[src/logic/iec_regs.vh]
// Constants for the upper interrupt clear-enable words.
// Assumes byte addresses on a 32-bit register bus, one word per register.
`ifndef IEC_REGS_VH
`define IEC_REGS_VH

// ==========================================================
// Bus geometry
`define IEC_ADDR_W          12
`define IEC_DATA_W          32
`define IEC_STRB_W          4

// ==========================================================
// Register offsets
`define IEC_OFF_WORD_THREE  12'h008
`define IEC_OFF_WORD_FOUR   12'h00C

// ==========================================================
// Implemented bit masks and reset values
`define IEC_MASK_THREE      32'hFFFF3FFF
`define IEC_MASK_FOUR       4'hF
`define IEC_WIDTH_FOUR      4
`define IEC_RST_THREE       32'h00000000
`define IEC_RST_FOUR        4'h0

// ==========================================================
// Interrupt span of this slice
`define IEC_IRQ_COUNT       36

// ==========================================================
// Bus responses
`define IEC_RESP_OKAY       2'h0
`define IEC_RESP_SLVERR     2'h2

`endif

[src/logic/iec_chan_hold.v]
// One-deep holding slot for a bus request channel.
// Assumes the consumer only takes the slot while it is full.
`timescale 1ns/1ns
module iec_chan_hold #(
    parameter W = 32
) (
    // Clock and reset
    input  wire         clk_i,
    input  wire         rst_n_i,
    // Source side
    input  wire         valid_i,
    input  wire [W-1:0] data_i,
    output wire         ready_o,
    // Consumer side
    input  wire         take_i,
    output wire         full_o,
    output wire [W-1:0] data_o
);

// ==========================================================
// Slot
reg         full;
reg [W-1:0] data;

assign ready_o = ~full;
assign full_o  = full;
assign data_o  = data;

always @(posedge clk_i or negedge rst_n_i)
begin
    if (!rst_n_i)
    begin
        full <= 1'b0;
        data <= {W{1'b0}};
    end
    else if (valid_i && !full)
    begin
        full <= 1'b1;
        data <= data_i;
    end
    else if (take_i)
    begin
        full <= 1'b0;
    end
end

endmodule

[src/logic/iec_enable_bank.v]
// Bank of per-interrupt enable flops, one per implemented bit.
// Assumes set and clear requests are one-cycle pulses on the core clock.
`timescale 1ns/1ns
module iec_enable_bank #(
    parameter         WIDTH = 32,
    parameter [WIDTH-1:0] MASK = {WIDTH{1'b1}}
) (
    // Clock and reset
    input  wire             clk_i,
    input  wire             rst_n_i,
    // Requests
    input  wire [WIDTH-1:0] set_i,
    input  wire [WIDTH-1:0] clr_i,
    // State
    output wire [WIDTH-1:0] en_o
);

// ==========================================================
// Per-bit flops
genvar i;
generate
    for (i = 0; i < WIDTH; i = i + 1)
    begin : g_bit
        if (MASK[i])
        begin : g_impl
            reg en;
            // Set wins so a concurrent enable is never lost
            wire next_en = set_i[i] | (en & ~clr_i[i]);
            always @(posedge clk_i or negedge rst_n_i)
            begin
                if (!rst_n_i)
                    en <= 1'b0;
                else
                    en <= next_en;
            end
            assign en_o[i] = en;
        end
        else
        begin : g_hole
            assign en_o[i] = 1'b0;
        end
    end
endgenerate

endmodule

[src/logic/iec_top.v]
// Clear-enable words for interrupts 64 to 99, reached over AXI4-Lite.
// Assumes the set-enable path shares the flops through IRQ_ENABLE_SET_I.
//
// Function
// Each bit maps one interrupt: word three 95..80 and 77..64, word four 99..96.
// Writing one to an implemented bit clears that interrupt's enable.
// Writing zero leaves the matching enable unchanged.
// Reads return the live enable state, one meaning enabled.
// Enables reset to zero; unimplemented bits read zero, software writes zero.
//
// The register offsets and the AXI4-Lite interface to the registers were chosen for this implementation.
`timescale 1ns/1ns
`include "iec_regs.vh"
module iec_top (
    // Clock and reset
    input  wire                       CORE_CLK_I,
    input  wire                       RST_N_I,
    // Write address channel
    input  wire                       S_AXI_AWVALID_I,
    input  wire [`IEC_ADDR_W-1:0]     S_AXI_AWADDR_I,
    output wire                       S_AXI_AWREADY_O,
    // Write data channel
    input  wire                       S_AXI_WVALID_I,
    input  wire [`IEC_DATA_W-1:0]     S_AXI_WDATA_I,
    input  wire [`IEC_STRB_W-1:0]     S_AXI_WSTRB_I,
    output wire                       S_AXI_WREADY_O,
    // Write response channel
    output wire                       S_AXI_BVALID_O,
    output wire [1:0]                 S_AXI_BRESP_O,
    input  wire                       S_AXI_BREADY_I,
    // Read address channel
    input  wire                       S_AXI_ARVALID_I,
    input  wire [`IEC_ADDR_W-1:0]     S_AXI_ARADDR_I,
    output wire                       S_AXI_ARREADY_O,
    // Read data channel
    output wire                       S_AXI_RVALID_O,
    output wire [`IEC_DATA_W-1:0]     S_AXI_RDATA_O,
    output wire [1:0]                 S_AXI_RRESP_O,
    input  wire                       S_AXI_RREADY_I,
    // Shared enable state
    input  wire [`IEC_IRQ_COUNT-1:0]  IRQ_ENABLE_SET_I,
    output wire [`IEC_IRQ_COUNT-1:0]  IRQ_ENABLE_O
);

// ==========================================================
// Declarations
wire                       aw_full;
wire [`IEC_ADDR_W-1:0]     aw_addr;
wire                       w_full;
wire [`IEC_DATA_W+`IEC_STRB_W-1:0] w_word;
wire [`IEC_DATA_W-1:0]     w_data;
wire [`IEC_STRB_W-1:0]     w_strb;
wire [`IEC_DATA_W-1:0]     w_bytes;
wire                       wr_fire;
wire [`IEC_ADDR_W-1:0]     wr_word_addr;
wire                       wr_hit_three;
wire                       wr_hit_four;
wire [31:0]                clr_three;
wire [`IEC_WIDTH_FOUR-1:0] clr_four;
wire [31:0]                en_three;
wire [`IEC_WIDTH_FOUR-1:0] en_four;
wire                       rd_fire;
wire [`IEC_ADDR_W-1:0]     rd_word_addr;
reg  [`IEC_DATA_W-1:0]     next_rdata;
reg  [1:0]                 next_rresp;
reg                        bvalid;
reg  [1:0]                 bresp;
reg                        rvalid;
reg  [`IEC_DATA_W-1:0]     rdata;
reg  [1:0]                 rresp;

// ==========================================================
// Write channels, taken in either order
iec_chan_hold #(
    .W       (`IEC_ADDR_W)
) u_aw_hold (
    .clk_i   (CORE_CLK_I),
    .rst_n_i (RST_N_I),
    .valid_i (S_AXI_AWVALID_I),
    .data_i  (S_AXI_AWADDR_I),
    .ready_o (S_AXI_AWREADY_O),
    .take_i  (wr_fire),
    .full_o  (aw_full),
    .data_o  (aw_addr)
);

iec_chan_hold #(
    .W       (`IEC_DATA_W + `IEC_STRB_W)
) u_w_hold (
    .clk_i   (CORE_CLK_I),
    .rst_n_i (RST_N_I),
    .valid_i (S_AXI_WVALID_I),
    .data_i  ({S_AXI_WSTRB_I, S_AXI_WDATA_I}),
    .ready_o (S_AXI_WREADY_O),
    .take_i  (wr_fire),
    .full_o  (w_full),
    .data_o  (w_word)
);

assign w_data = w_word[`IEC_DATA_W-1:0];
assign w_strb = w_word[`IEC_DATA_W+`IEC_STRB_W-1:`IEC_DATA_W];

// ==========================================================
// Write decode
// Waits for a free response slot so no answer is ever dropped
assign wr_fire      = aw_full & w_full & ~bvalid;
assign wr_word_addr = {aw_addr[`IEC_ADDR_W-1:2], 2'h0};
assign wr_hit_three = (wr_word_addr == `IEC_OFF_WORD_THREE);
assign wr_hit_four  = (wr_word_addr == `IEC_OFF_WORD_FOUR);

// Byte lanes not strobed never clear anything
assign w_bytes = {{8{w_strb[3]}},
                  {8{w_strb[2]}},
                  {8{w_strb[1]}},
                  {8{w_strb[0]}}};

// Only ones clear; zeros and holes leave state alone
assign clr_three = (wr_fire && wr_hit_three) ?
                   (w_data & w_bytes & `IEC_MASK_THREE) : 32'h00000000;
assign clr_four  = (wr_fire && wr_hit_four) ?
                   (w_data[`IEC_WIDTH_FOUR-1:0] & w_bytes[`IEC_WIDTH_FOUR-1:0]
                    & `IEC_MASK_FOUR) : `IEC_RST_FOUR;

// ==========================================================
// Enable flops, shared with the set-enable path
iec_enable_bank #(
    .WIDTH   (32),
    .MASK    (`IEC_MASK_THREE)
) u_bank_three (
    .clk_i   (CORE_CLK_I),
    .rst_n_i (RST_N_I),
    .set_i   (IRQ_ENABLE_SET_I[31:0]),
    .clr_i   (clr_three),
    .en_o    (en_three)
);

iec_enable_bank #(
    .WIDTH   (`IEC_WIDTH_FOUR),
    .MASK    (`IEC_MASK_FOUR)
) u_bank_four (
    .clk_i   (CORE_CLK_I),
    .rst_n_i (RST_N_I),
    .set_i   (IRQ_ENABLE_SET_I[`IEC_IRQ_COUNT-1:32]),
    .clr_i   (clr_four),
    .en_o    (en_four)
);

// Bit k of the vector is interrupt 64 + k
assign IRQ_ENABLE_O = {en_four, en_three};

// ==========================================================
// Write response
always @(posedge CORE_CLK_I or negedge RST_N_I)
begin
    if (!RST_N_I)
    begin
        bvalid <= 1'b0;
        bresp  <= `IEC_RESP_OKAY;
    end
    else if (wr_fire)
    begin
        bvalid <= 1'b1;
        if (wr_hit_three || wr_hit_four)
            bresp <= `IEC_RESP_OKAY;
        else
            bresp <= `IEC_RESP_SLVERR;
    end
    else if (S_AXI_BREADY_I)
    begin
        bvalid <= 1'b0;
    end
end

assign S_AXI_BVALID_O = bvalid;
assign S_AXI_BRESP_O  = bresp;

// ==========================================================
// Read path
// One read in flight; address is refused until data is taken
assign S_AXI_ARREADY_O = ~rvalid;
assign rd_fire         = S_AXI_ARVALID_I & ~rvalid;
assign rd_word_addr    = {S_AXI_ARADDR_I[`IEC_ADDR_W-1:2], 2'h0};

always @*
begin
    next_rdata = 32'h00000000;
    next_rresp = `IEC_RESP_OKAY;
    case (rd_word_addr)
        `IEC_OFF_WORD_THREE:
        begin
            next_rdata = en_three & `IEC_MASK_THREE;
        end
        `IEC_OFF_WORD_FOUR:
        begin
            next_rdata = {28'h0000000, en_four};
        end
        default:
        begin
            next_rresp = `IEC_RESP_SLVERR;
        end
    endcase
end

always @(posedge CORE_CLK_I or negedge RST_N_I)
begin
    if (!RST_N_I)
    begin
        rvalid <= 1'b0;
        rdata  <= 32'h00000000;
        rresp  <= `IEC_RESP_OKAY;
    end
    else if (rd_fire)
    begin
        rvalid <= 1'b1;
        rdata  <= next_rdata;
        rresp  <= next_rresp;
    end
    else if (S_AXI_RREADY_I)
    begin
        rvalid <= 1'b0;
    end
end

assign S_AXI_RVALID_O = rvalid;
assign S_AXI_RDATA_O  = rdata;
assign S_AXI_RRESP_O  = rresp;

endmodule

[config.mk]
export PLATFORM = sky130hd
export DESIGN_NAME = iec_top
export DESIGN_NICKNAME = d
export VERILOG_FILES = /design/src/logic/iec_chan_hold.v /design/src/logic/iec_enable_bank.v /design/src/logic/iec_top.v
export VERILOG_INCLUDE_DIRS = /design/src /design/src/logic
export SDC_FILE = /design/constraint.sdc
export NUM_CORES = 1
export LEC_CHECK = 0
export BUFFER_PORTS_ARGS = -buffer_cell sky130_fd_sc_hd__buf_2
export CORE_MARGIN = 1.5
export CORE_UTILIZATION = 25
export DETAILED_ROUTE_END_ITERATION = 8
export GPL_TIMING_DRIVEN = 0
export SLEW_MARGIN = 10
export SYNTH_ARGS = -nofsm -noshare
export SYNTH_HDL_FRONTEND = slang
export SYNTH_HIERARCHICAL = 1
export SYNTH_SLANG_ARGS = --single-unit
[constraint.sdc]
create_clock -name CORE_CLK_I -period 3.11 [get_ports CORE_CLK_I]
set_input_delay 0.4665 -clock CORE_CLK_I [delete_from_list [all_inputs] [get_ports CORE_CLK_I]]
set_output_delay 0.4665 -clock CORE_CLK_I [all_outputs]
set_load 0.01 [all_outputs]
# == Yosys cells after proc, flatten, opt, wreduce, memory -nomap -nowiden ==
# Index checks and enable logic that the tools add are counted.
# W data, S select, Z words.
# classes
n_reduce_logical,12
n_eq_ne,4
mux,12
bitwise,111
# ops
op,n
$pmux W32 S2,1
$eq A10 B2 Y1 const B,4
$not A1 Y1,38
$and A1 B1 Y1,37
$or A1 B1 Y1,34
$and A32 B32 Y32,1
$mux W32,1
$reduce_bool A2 Y1,4
$mux W1,7
$and A4 B4 Y4,1
$logic_and A1 B1 Y1,4
$mux W2,2
$mux W4,1
$logic_not A1 Y1,2
$reduce_or A2 Y1,1
$logic_or A1 B1 Y1,1
# totals
wordCells,182
out_inout_bits,77
inputBits,103
regBits,122

# == Longest topological paths before layout ==
# Gate-level depths: netlist of run 1.
# depth
depth_word,7
ltp_mapped,7

# == Modules after synthesis ==
# Netlist of run 1, hierarchy kept.
# modules_own_cells
module,cells_per_inst,instances,seq_area_each_um2,area_per_inst_um2
iec_top,176,1,850.8,1849.3
iec_chan_hold at u_w_hold,80,1,925.9,1510.2
iec_enable_bank at u_bank_three,123,1,750.7,1332.5
iec_chan_hold at u_aw_hold,29,1,325.3,539.3
iec_enable_bank at u_bank_four,16,1,100.1,175.2

# == Worst setup path after synthesis of run 1 ==
# OpenSTA, ideal clock, no wires.
# synth_path
path_kind,register to register
from,"reg u_aw_hold.data[5], in the netlist u_aw_hold/data_o[5]"
to,reg u_bank_three.g_bit[10].g_impl.en
path_stages_with_launch,8
setup_slack_ns,1.062
arrival_ns,1.930
required_time_ns,2.992
cell_sequence,dfrtp_1 -> or4_1 -> or4_1 -> buf_4 -> buf_6 -> nor3_2 -> inv_1 -> a21o_1
# synth_between
elab_chain_len,6
# synth_lines
element,line_no,rtl
"start, declared",iec_chan_hold.v:23,reg [W-1:0] data;
"start signal, assigned",iec_chan_hold.v:34,data <= {W{1'b0}};
"start signal, assigned",iec_chan_hold.v:39,data <= data_i;
$eq A10 B2 Y1 (no source line),-,
$logic_and A1 B1 Y1,iec_top.v:118,assign clr_three = (wr_fire && wr_hit_three) ?
$mux W32,iec_top.v:118,
named net clr_three[10],iec_top.v:58,wire [31:0] clr_three;
$not A1 Y1,iec_enable_bank.v:28,wire next_en = set_i[i] | (en & ~clr_i[i]);
$and A1 B1 Y1,iec_enable_bank.v:28,
$or A1 B1 Y1,iec_enable_bank.v:28,
named net u_bank_three.g_bit[10].g_impl.next_en,iec_enable_bank.v:28,
"end signal, assigned",iec_enable_bank.v:34,en <= next_en;
"end, declared",iec_enable_bank.v:26,reg en;
# The timed path passes the listed nets, and every way through them passes these cells.
# A chain may end at the register's enable or synchronous reset.

# == Worst setup path after layout of run 1 ==
# layout_path
from,"reg u_aw_hold.data[5], in the netlist u_aw_hold/data_o[5]"
to,reg u_bank_three.g_bit[25].g_impl.en
# layout_between
elab_chain_len,6
# layout_lines
element,line_no
$eq A10 B2 Y1 (no source line),-
$logic_and A1 B1 Y1,iec_top.v:118
$mux W32,iec_top.v:118
named net clr_three[25],iec_top.v:58
$not A1 Y1,iec_enable_bank.v:28
$and A1 B1 Y1,iec_enable_bank.v:28
$or A1 B1 Y1,iec_enable_bank.v:28
named net u_bank_three.g_bit[25].g_impl.next_en,iec_enable_bank.v:28
"end signal, assigned",iec_enable_bank.v:34
"end, declared",iec_enable_bank.v:26
# The timed path passes the listed nets, and every way through them passes these cells.

==> results_dict.tcl, run 1 <==
set metrics [dict create \
    rrSetupSlack_ns 0.90 \
    hold_viol_final 0 \
    grt_max_degree 62 \
    route.final.wire_length_um 13700 \
    seqPwrFrac 0.408 \
    gp_congestion 0.773 \
    fin_crit_ns 2.21 \
    first_global_vias 3845 \
    wl_per_cell_um 15.5 \
    root_buffer "clkbuf_16" \
    critPathCaptureType "flip-flop" \
    fin_nets 707 \
    ir_worst_vdd_uv 326 \
    drive_gt1_frac 0.505 \
    fp.dieW_um 148 \
    die_area_um2 21900 \
    finalSetupTns_ns 0 \
    relSlewSlack 0.493 \
    avgSynthCellArea_um2 12.6 \
    slew_violations 0 \
    clkSinkCount 114 \
    rsz0062_at_grt "false" \
    fillers 2065 \
    p_sw_frac 0.285 \
    grt_remaining_overflow 0 \
    critPathKind "flip-flop to flip-flop" \
    crit_arrival_ns 2.51 \
    skew_ns 0.0131 \
    antenna_found_initial 0 \
    fin_area_um2 6990 \
    power_density_nw_per_um2 710 \
    place_area_um2 6450 \
    yosys_warnings 6 \
    grt_pass1_wl_um 21800 \
    start_util 0.257 \
    dr_total_vias 3619 \
    cts_resized 0 \
    synth_area_um2 5250 \
    cts_tree "built" \
    clockPowerShare 0.358 \
    p_leak_nw 3.13 \
    clkTransAtPathRegs_ns 0.05 \
    clk_latency_ns 0.41 \
    setup_violations 0 \
    htree_levels 4 \
    core.rowCount 52 \
    portBuffers 164 \
    combPwrFrac 0.233 \
    core_area_um2 20400 \
    cts_buffer_depth 2 \
    avgViaCountPerCell 4.09 \
    cp.required_ns 3.41 \
    fmax_mhz 452 \
    start_kind "flip-flop" \
    syn_to_final_growth_pct 33.3 \
    gr-usage-all-layers 0.133 \
    antenna_left 0 \
    drc 0 \
    cts.hold.buffers_added 0 \
    hold_class "input port to asynchronous set/reset pin" \
    period_share 0.711 \
    dr.pass1.iters 4 \
    post_cts_buffers 0 \
    tightest_slew_ns 0.761 \
    p_int_mw 3.55 \
    place_hpwl_um 10300 \
    status "finished, final reports clean" \
    diodes 0 \
    die_y_um 148 \
    drv_cap 0 \
    boundaryPins 180 \
    numCtsBuffers 17 \
    drt_iter0_drc 99 \
    cp_max_fo 10 \
    synth_cells 416 \
    netSwitchingPower_mw 1.41 \
]
==> state kept, by name (all words and copies together), names as in the netlist <==
signal and flops:
S_AXI_BRESP_O 1, S_AXI_BVALID_O 1, S_AXI_RDATA_O 30, S_AXI_RRESP_O 1
S_AXI_RVALID_O 1, u_aw_hold/data_o 10, u_aw_hold/full_o 1, u_bank_four/g_bit.g_impl.en 4
u_bank_three/g_bit.g_impl.en 30, u_w_hold/data_o 34, u_w_hold/full_o 1
==> worst max-delay path, stage by stage (launching register included) <==
cell and delay [ns]:
dfrtp_1 0.37, or4_1 0.53, or4_1 0.40, buf_4 0.20, buf_6 0.16, nor3_2 0.20
inv_1 0.07, a21o_1 0.17
==> power by group through the flow <==
stage | combinational [mW] | clock, mW | sequential (mW)
after CTS | 1.18 | 1.85 | 2.03
after global placement | 1.16 | 0 | 2.05
after detailed placement | 1.18 | 0 | 2.06
after floorplan | 0.874 | 0 | 1.98
final | 1.16 | 1.78 | 2.03
after global routing | 1.27 | 1.91 | 2.08
==> layer usage <==
metal,routed length (µm),GRT usage,part of all wire
met5,0,0,0
met4,143,0.0446,0.010
met1,6430,0.175,0.47
met3,639,0.0370,0.047
met2,6450,0.211,0.47
==> worst paths after layout <==
kind                                                              end  depth (start not counted)                                 startpoint
setup / recovery           u_bank_three/g_bit[25].g_impl.en$_DFF_PN0_                          7            u_aw_hold/data_o[5]$_DFFE_PN0P_
hold / removal                             S_AXI_RVALID_O$_DFFE_PN0P_                          1                                    RST_N_I
setup reg to reg           u_bank_three/g_bit[25].g_impl.en$_DFF_PN0_                          7            u_aw_hold/data_o[5]$_DFFE_PN0P_
hold reg to reg             u_bank_three/g_bit[9].g_impl.en$_DFF_PN0_                          1  u_bank_three/g_bit[9].g_impl.en$_DFF_PN0_
max in group asynchronous   u_bank_three/g_bit[5].g_impl.en$_DFF_PN0_                          2                                    RST_N_I
min in group CORE_CLK_I    u_bank_three/g_bit[30].g_impl.en$_DFF_PN0_                          2                       IRQ_ENABLE_SET_I[30]
==> placed cells by master, fill, tap and decap left out, types with 5 or more instances in the layout <==
cell       instances
o21ai_0            5
clkbuf_16         17
and3_1             8
nand2_1            6
a21o_1            34
buf_2            163
dfrtp_1          114
nand3_1           26
clkbuf_1           8
conb_1             6
a22o_1            26
mux2_2            10
inv_1             38
buf_6              5
mux2i_1            5
mux2_4            34
buf_4             43
nor3_2            20
nor3_1             6
clkbuf_8           6
==> metrics by stage <==
step | setup WS, ns | hold WS (ns) | util | total power [mW] | cells
global placement | 0.00885 | 0.459 | 0.314 | 3.21 | 854
global route | 0.722 | 0.0395 | 0.342 | 5.26 | 884
detailed placement | 0.760 | 0.465 | 0.316 | 3.23 | 855
floorplan | 1.06 | 0.171 | - | 2.86 | 420
finish | 0.900 | 0.0210 | 0.342 | 4.97 | 884
CTS | 0.869 | 0.0261 | 0.342 | 5.06 | 884
==> final cells by class <==
class / instances / area, µm² / share of cell area
plain buffers: 61 / 459 / 0.0657
clock buffers: 24 / 512 / 0.0732
clock inverters: 5 / 27.5 / 0.00394
inverters: 38 / 143 / 0.0204
multi-input cells: 207 / 1810 / 0.258
flip-flops and latches: 114 / 2850 / 0.408
well taps: 270 / 338 / 0.0483
repair buffers: 165 / 855 / 0.122
No activity file was read; power rests on OpenSTA's default activity.
==> run 2: changes to the inputs <==
Settings changed: ABC_AREA from default to 1.
Clock period 3.11 ns to 1.78 ns, I/O delays scaled along.
==> results_dict.tcl, run 2 <==
set metrics [dict create \
    path_buf_inv 3 \
    start_kind "flip-flop" \
    setup_violations 0 \
    antenna_left 0 \
    grt_remaining_overflow 0 \
    path_common_cell "buf_2" \
    start_util 0.257 \
    seqPwrFrac 0.396 \
    gp_congestion 0.777 \
    die_y_um 150 \
    netSwitchingPower_mw 2.49 \
    core.rowCount 53 \
    avgSynthCellArea_um2 8.25 \
    die_area_um2 22600 \
    slowest_delay_ns 0.41 \
    wl_per_cell_um 12.3 \
    final_common_cell "nand2_1" \
    slew_violations 0 \
    cts_buffer_depth 2 \
    dr.pass1.iters 5 \
    grt_max_degree 65 \
    critPathCaptureType "output pin" \
    core_area_um2 21200 \
    crit_arrival_ns 1.31 \
    fillers 2250 \
    place_hpwl_um 10600 \
    combPwrFrac 0.197 \
    synth_area_um2 5440 \
    cts_tree "built" \
    synth_cells 659 \
    cp_max_fo 10 \
    numCtsBuffers 17 \
    place_area_um2 6650 \
    dr_total_vias 4420 \
    multi_input_area_um2 1690 \
    power_density_nw_per_um2 1180 \
    boundaryPins 180 \
    rsz0062_at_grt "false" \
    critPathKind "flip-flop to output pin" \
    ir_worst_vdd_uv 543 \
    final_cell_mix "230 x nand2_1, 167 x buf_2, 114 x dfrtp_1, 107 x inv_1, 48 x buf_4" \
    status "finished, final reports clean" \
    cp.required_ns 1.51 \
    portBuffers 164 \
    p_int_mw 6.09 \
    route.final.wire_length_um 14100 \
    root_buffer "clkbuf_16" \
    fp.dieW_um 150 \
    drc 0 \
    syn_to_final_growth_pct 34.4 \
    first_global_vias 4345 \
    htree_levels 4 \
    relSlewSlack 0.635 \
    p_sw_frac 0.290 \
    fin_crit_ns 1.57 \
    drt_iter0_drc 158 \
    clkTransAtPathRegs_ns 0.05 \
    drv_cap 0 \
    crit_family "buffers and inverters" \
    skew_ns 0.00704 \
    drive_gt1_frac 0.334 \
    largest_register_ffs 34 \
    clockPowerShare 0.408 \
    fin_area_um2 7300 \
    tightest_slew_ns 0.547 \
    fmax_mhz 635 \
    worstPathCellList "inv_4 -> buf_2 -> buf_2" \
    period_share 0.884 \
    regArea_um2 2850 \
    fin_nets 955 \
    p_leak_nw 3.93 \
    finalSetupTns_ns 0 \
    grt_pass1_wl_um 22200 \
    yosys_warnings 6 \
    slowest_stage "dfrtp_1" \
    gr-usage-all-layers 0.130 \
    hold_class "input port to flip-flop" \
    avgViaCountPerCell 3.87 \
    clkSinkCount 114 \
    antenna_found_initial 3 \
    post-route-util 0.345 \
    hold_viol_final 0 \
    clk_latency_ns 0.41 \
]
-- run 2: through the flow --
stage               hold slack, ns  cells  setup WS, ns  power (mW)
CTS                         0.0132   1137        0.0174        8.71
floorplan                  -0.0286    663         0.389        4.61
global route                0.0247   1143        0.0400        9.13
detailed placement           0.252   1103       -0.0712        5.15
finish                      0.0281   1143         0.206        8.58
global placement             0.452   1102         -1.07        5.10
-- run 2: power groups by stage --
stage | clock network, mW | logic [mW] | registers [mW]
after detailed placement | 0 | 1.72 | 3.43
after global routing | 3.71 | 1.96 | 3.45
after global placement | 0 | 1.68 | 3.42
after floorplan | 0 | 1.23 | 3.38
after CTS | 3.59 | 1.73 | 3.39
final | 3.50 | 1.69 | 3.40
-- run 2: path summary, 6_finish.rpt --
check                                                start                                    endpoint  slack, ns  cells after the start
setup / recovery               u_w_hold/full_o$_DFFE_PN0P_                              S_AXI_WREADY_O       0.21                      3
hold / removal                              S_AXI_BREADY_I                  S_AXI_BVALID_O$_DFFE_PN0P_       0.03                      2
setup reg to reg                S_AXI_BVALID_O$_DFFE_PN0P_  u_bank_three/g_bit[19].g_impl.en$_DFF_PN0_       0.23                      9
hold reg to reg            u_w_hold/data_o[27]$_DFFE_PN0P_             u_w_hold/data_o[27]$_DFFE_PN0P_       0.47                      2
max in group asynchronous                          RST_N_I               S_AXI_RDATA_O[18]$_DFFE_PN0P_       0.72                      3
min in group asynchronous                          RST_N_I               S_AXI_RDATA_O[26]$_DFFE_PN0P_       0.37                      2
-- run 2: layout make-up --
cell class | count | share of cell area
flip-flops and latches | 114 | 0.391
multi-input cells | 378 | 0.231
repair buffers | 170 | 0.122
plain buffers | 62 | 0.0682
clock buffers | 23 | 0.0654
inverters | 109 | 0.0564
well taps | 275 | 0.0471
clock inverters | 9 | 0.0176
diodes | 3 | 0.00103
-- run 2: routing by layer --
layer | vias to the layer above | global-route usage | wire length, µm
met4 | 0 | 0.0529 | 167
li1 | 2317 | - | -
met3 | 13 | 0.0324 | 606
met5 | - | 0 | 0
met2 | 97 | 0.216 | 6980
met1 | 1993 | 0.161 | 6300
-- run 2: what timing repair did --
item                                    CTS  global route
hold buffers                              1             0
buffers inserted                          1             3
pin swaps                                 1             3
endpoints found under the hold margin    50             0
endpoints found under the setup margin    2            22
gates resized for setup                   0             0
==> run 3: changes to the inputs <==
Settings changed: CAP_MARGIN from default to 20.
Clock period 1.78 ns to 1.55 ns, I/O delays scaled along.
==> results_dict.tcl, run 3 (synthesis results as in run 2) <==
set metrics [dict create \
    status "complete, but fails checks" \
    failed_checks "setup timing" \
    drt_iter0_drc 130 \
    core.rowCount 53 \
    path_common_cell "nand2_1" \
    drive_gt1_frac 0.379 \
    slowest_delay_ns 0.37 \
    fin_crit_ns 1.57 \
    period_share 1.02 \
    slew_violations 0 \
    root_buffer "clkbuf_16" \
    grt_pass1_wl_um 22600 \
    setup_violations 8 \
    crit_family "simple AND/OR/NAND/NOR gates" \
    boundaryPins 180 \
    final_common_cell "nand2_1" \
    die_area_um2 22600 \
    htree_levels 4 \
    hold_class "input port to flip-flop" \
    antenna_found_initial 4 \
    wl_per_cell_um 12.3 \
    core_area_um2 21200 \
    hold_viol_final 0 \
    start_util 0.257 \
    worstPathCellList "nor2_1 -> nand2_1 -> nor3_4 -> nand4_1 -> buf_6 -> nor2_2 -> inv_1 -> nand2_1 -> nand2_1" \
    clkTransAtPathRegs_ns 0.05 \
    antenna_left 0 \
    skew_ns 0.00918 \
    ir_worst_vdd_uv 624 \
    slowest_stage "dfrtp_1" \
    p_leak_nw 4.02 \
    fin_nets 974 \
    critPathCaptureType "flip-flop" \
    route.final.wire_length_um 14300 \
    start_kind "flip-flop" \
    grt_max_degree 65 \
    dr_total_vias 4540 \
    clkSinkCount 114 \
    clk_latency_ns 0.41 \
    avgViaCountPerCell 3.90 \
    numCtsBuffers 17 \
    whs_ns 0.00909 \
    gr-usage-all-layers 0.132 \
    gp_congestion 0.777 \
    first_global_vias 4469 \
    dr.pass1.iters 5 \
    cts_buffer_depth 2 \
    die_y_um 150 \
    drc 0 \
    crit_arrival_ns 1.88 \
    portBuffers 164 \
    largest_register_ffs 34 \
    path_buf_inv 2 \
    fp.dieW_um 150 \
    cp.required_ns 1.85 \
    place_hpwl_um 10600 \
    cp_max_fo 8 \
    power_mw 10.0 \
    fmax_mhz 635 \
    syn_to_final_growth_pct 41.5 \
    grt_remaining_overflow 0 \
    drv_cap 0 \
    cts_tree "built" \
    rsz0062_at_grt "true" \
    critPathKind "flip-flop to flip-flop" \
    power_density_nw_per_um2 1310 \
    worst_slack_ns -0.0243 \
    final_cell_mix "226 x nand2_1, 164 x buf_2, 114 x dfrtp_1, 94 x inv_1, 45 x buf_4" \
]
## run 3: cell types whose count changed in the layout (fill, tap and decap cells not counted), sizes merged
cell,previous run,this run
buf,228,227
clkbuf,26,28
diode,3,4
dlygate4sd3,1,19
## run 3: report_power, final
part / internal [mW] / switching, mW / total, mW
sequential: 3.57 / 0.321 / 3.90
clock: 2.65 / 1.37 / 4.02
combinational: 0.815 / 1.32 / 2.14
total: 7.04 / 3.01 / 10.0
## run 3: per-stage QoR
step                      setup slack [ns]  setup TNS [ns]  cell area (µm²)  cells  utilization
after global routing                -0.172           -4.85             7690   1163        0.363
after global placement               -1.26         -147.93             6620   1102        0.313
final                              -0.0243         -0.0926             7690   1163        0.363
after floorplan                      0.159               0             5450    663            -
after detailed placement            -0.301           -5.50             6650   1103        0.314
after CTS                           0.0159               0             7470   1157        0.353
## run 3: worst min-delay path: cells and delay by family
kind / cells / cell delay (ns)
and+or+nand+nor: 1 / 0.04
buffers and inverters: 2 / 0.10
## run 3: final cells by class
type	instances	area [µm²]
tap	275	344
fill	2211	13500
antenna	4	10.0
clock buffer	23	478
inverter	109	412
clock inverter	9	129
timing repair buffer	190	1110
sequential	114	2850
multi-input combinational	378	1860
buffer	61	499
## run 3: path summary, 6_finish.rpt
check / from / endpoint / slack (ns) / cells past startpoint
max reg2reg: u_aw_hold/data_o[9]$_DFFE_PN0P_ / u_bank_three/g_bit[27].g_impl.en$_DFF_PN0_ / -0.02 / 9
max: u_aw_hold/data_o[9]$_DFFE_PN0P_ / u_bank_three/g_bit[27].g_impl.en$_DFF_PN0_ / -0.02 / 9
min: IRQ_ENABLE_SET_I[35] / u_bank_four/g_bit[3].g_impl.en$_DFF_PN0_ / 0.009 / 3
max in group asynchronous: RST_N_I / S_AXI_RDATA_O[18]$_DFFE_PN0P_ / 0.50 / 3
min in group asynchronous: RST_N_I / S_AXI_RDATA_O[26]$_DFFE_PN0P_ / 0.33 / 2
min reg2reg: u_w_hold/data_o[18]$_DFFE_PN0P_ / u_w_hold/data_o[18]$_DFFE_PN0P_ / 0.47 / 2
## run 3: per-layer routing
metal / up-vias / GRT usage / routed length [µm]
met2: 110 / 0.220 / 7070
li1: 2356 / - / -
met3: 18 / 0.0327 / 633
met1: 2056 / 0.161 / 6350
met4: 0 / 0.0574 / 202
met5: - / 0 / 0
## run 3: timing repair
action                     4_1_cts  5_1_grt
hold buffers                    18        1
pin swaps                        5       12
setup endpoints to repair       32       60
hold endpoints to repair        67        1
setup buffers                    5        1
gates resized for setup          1       70
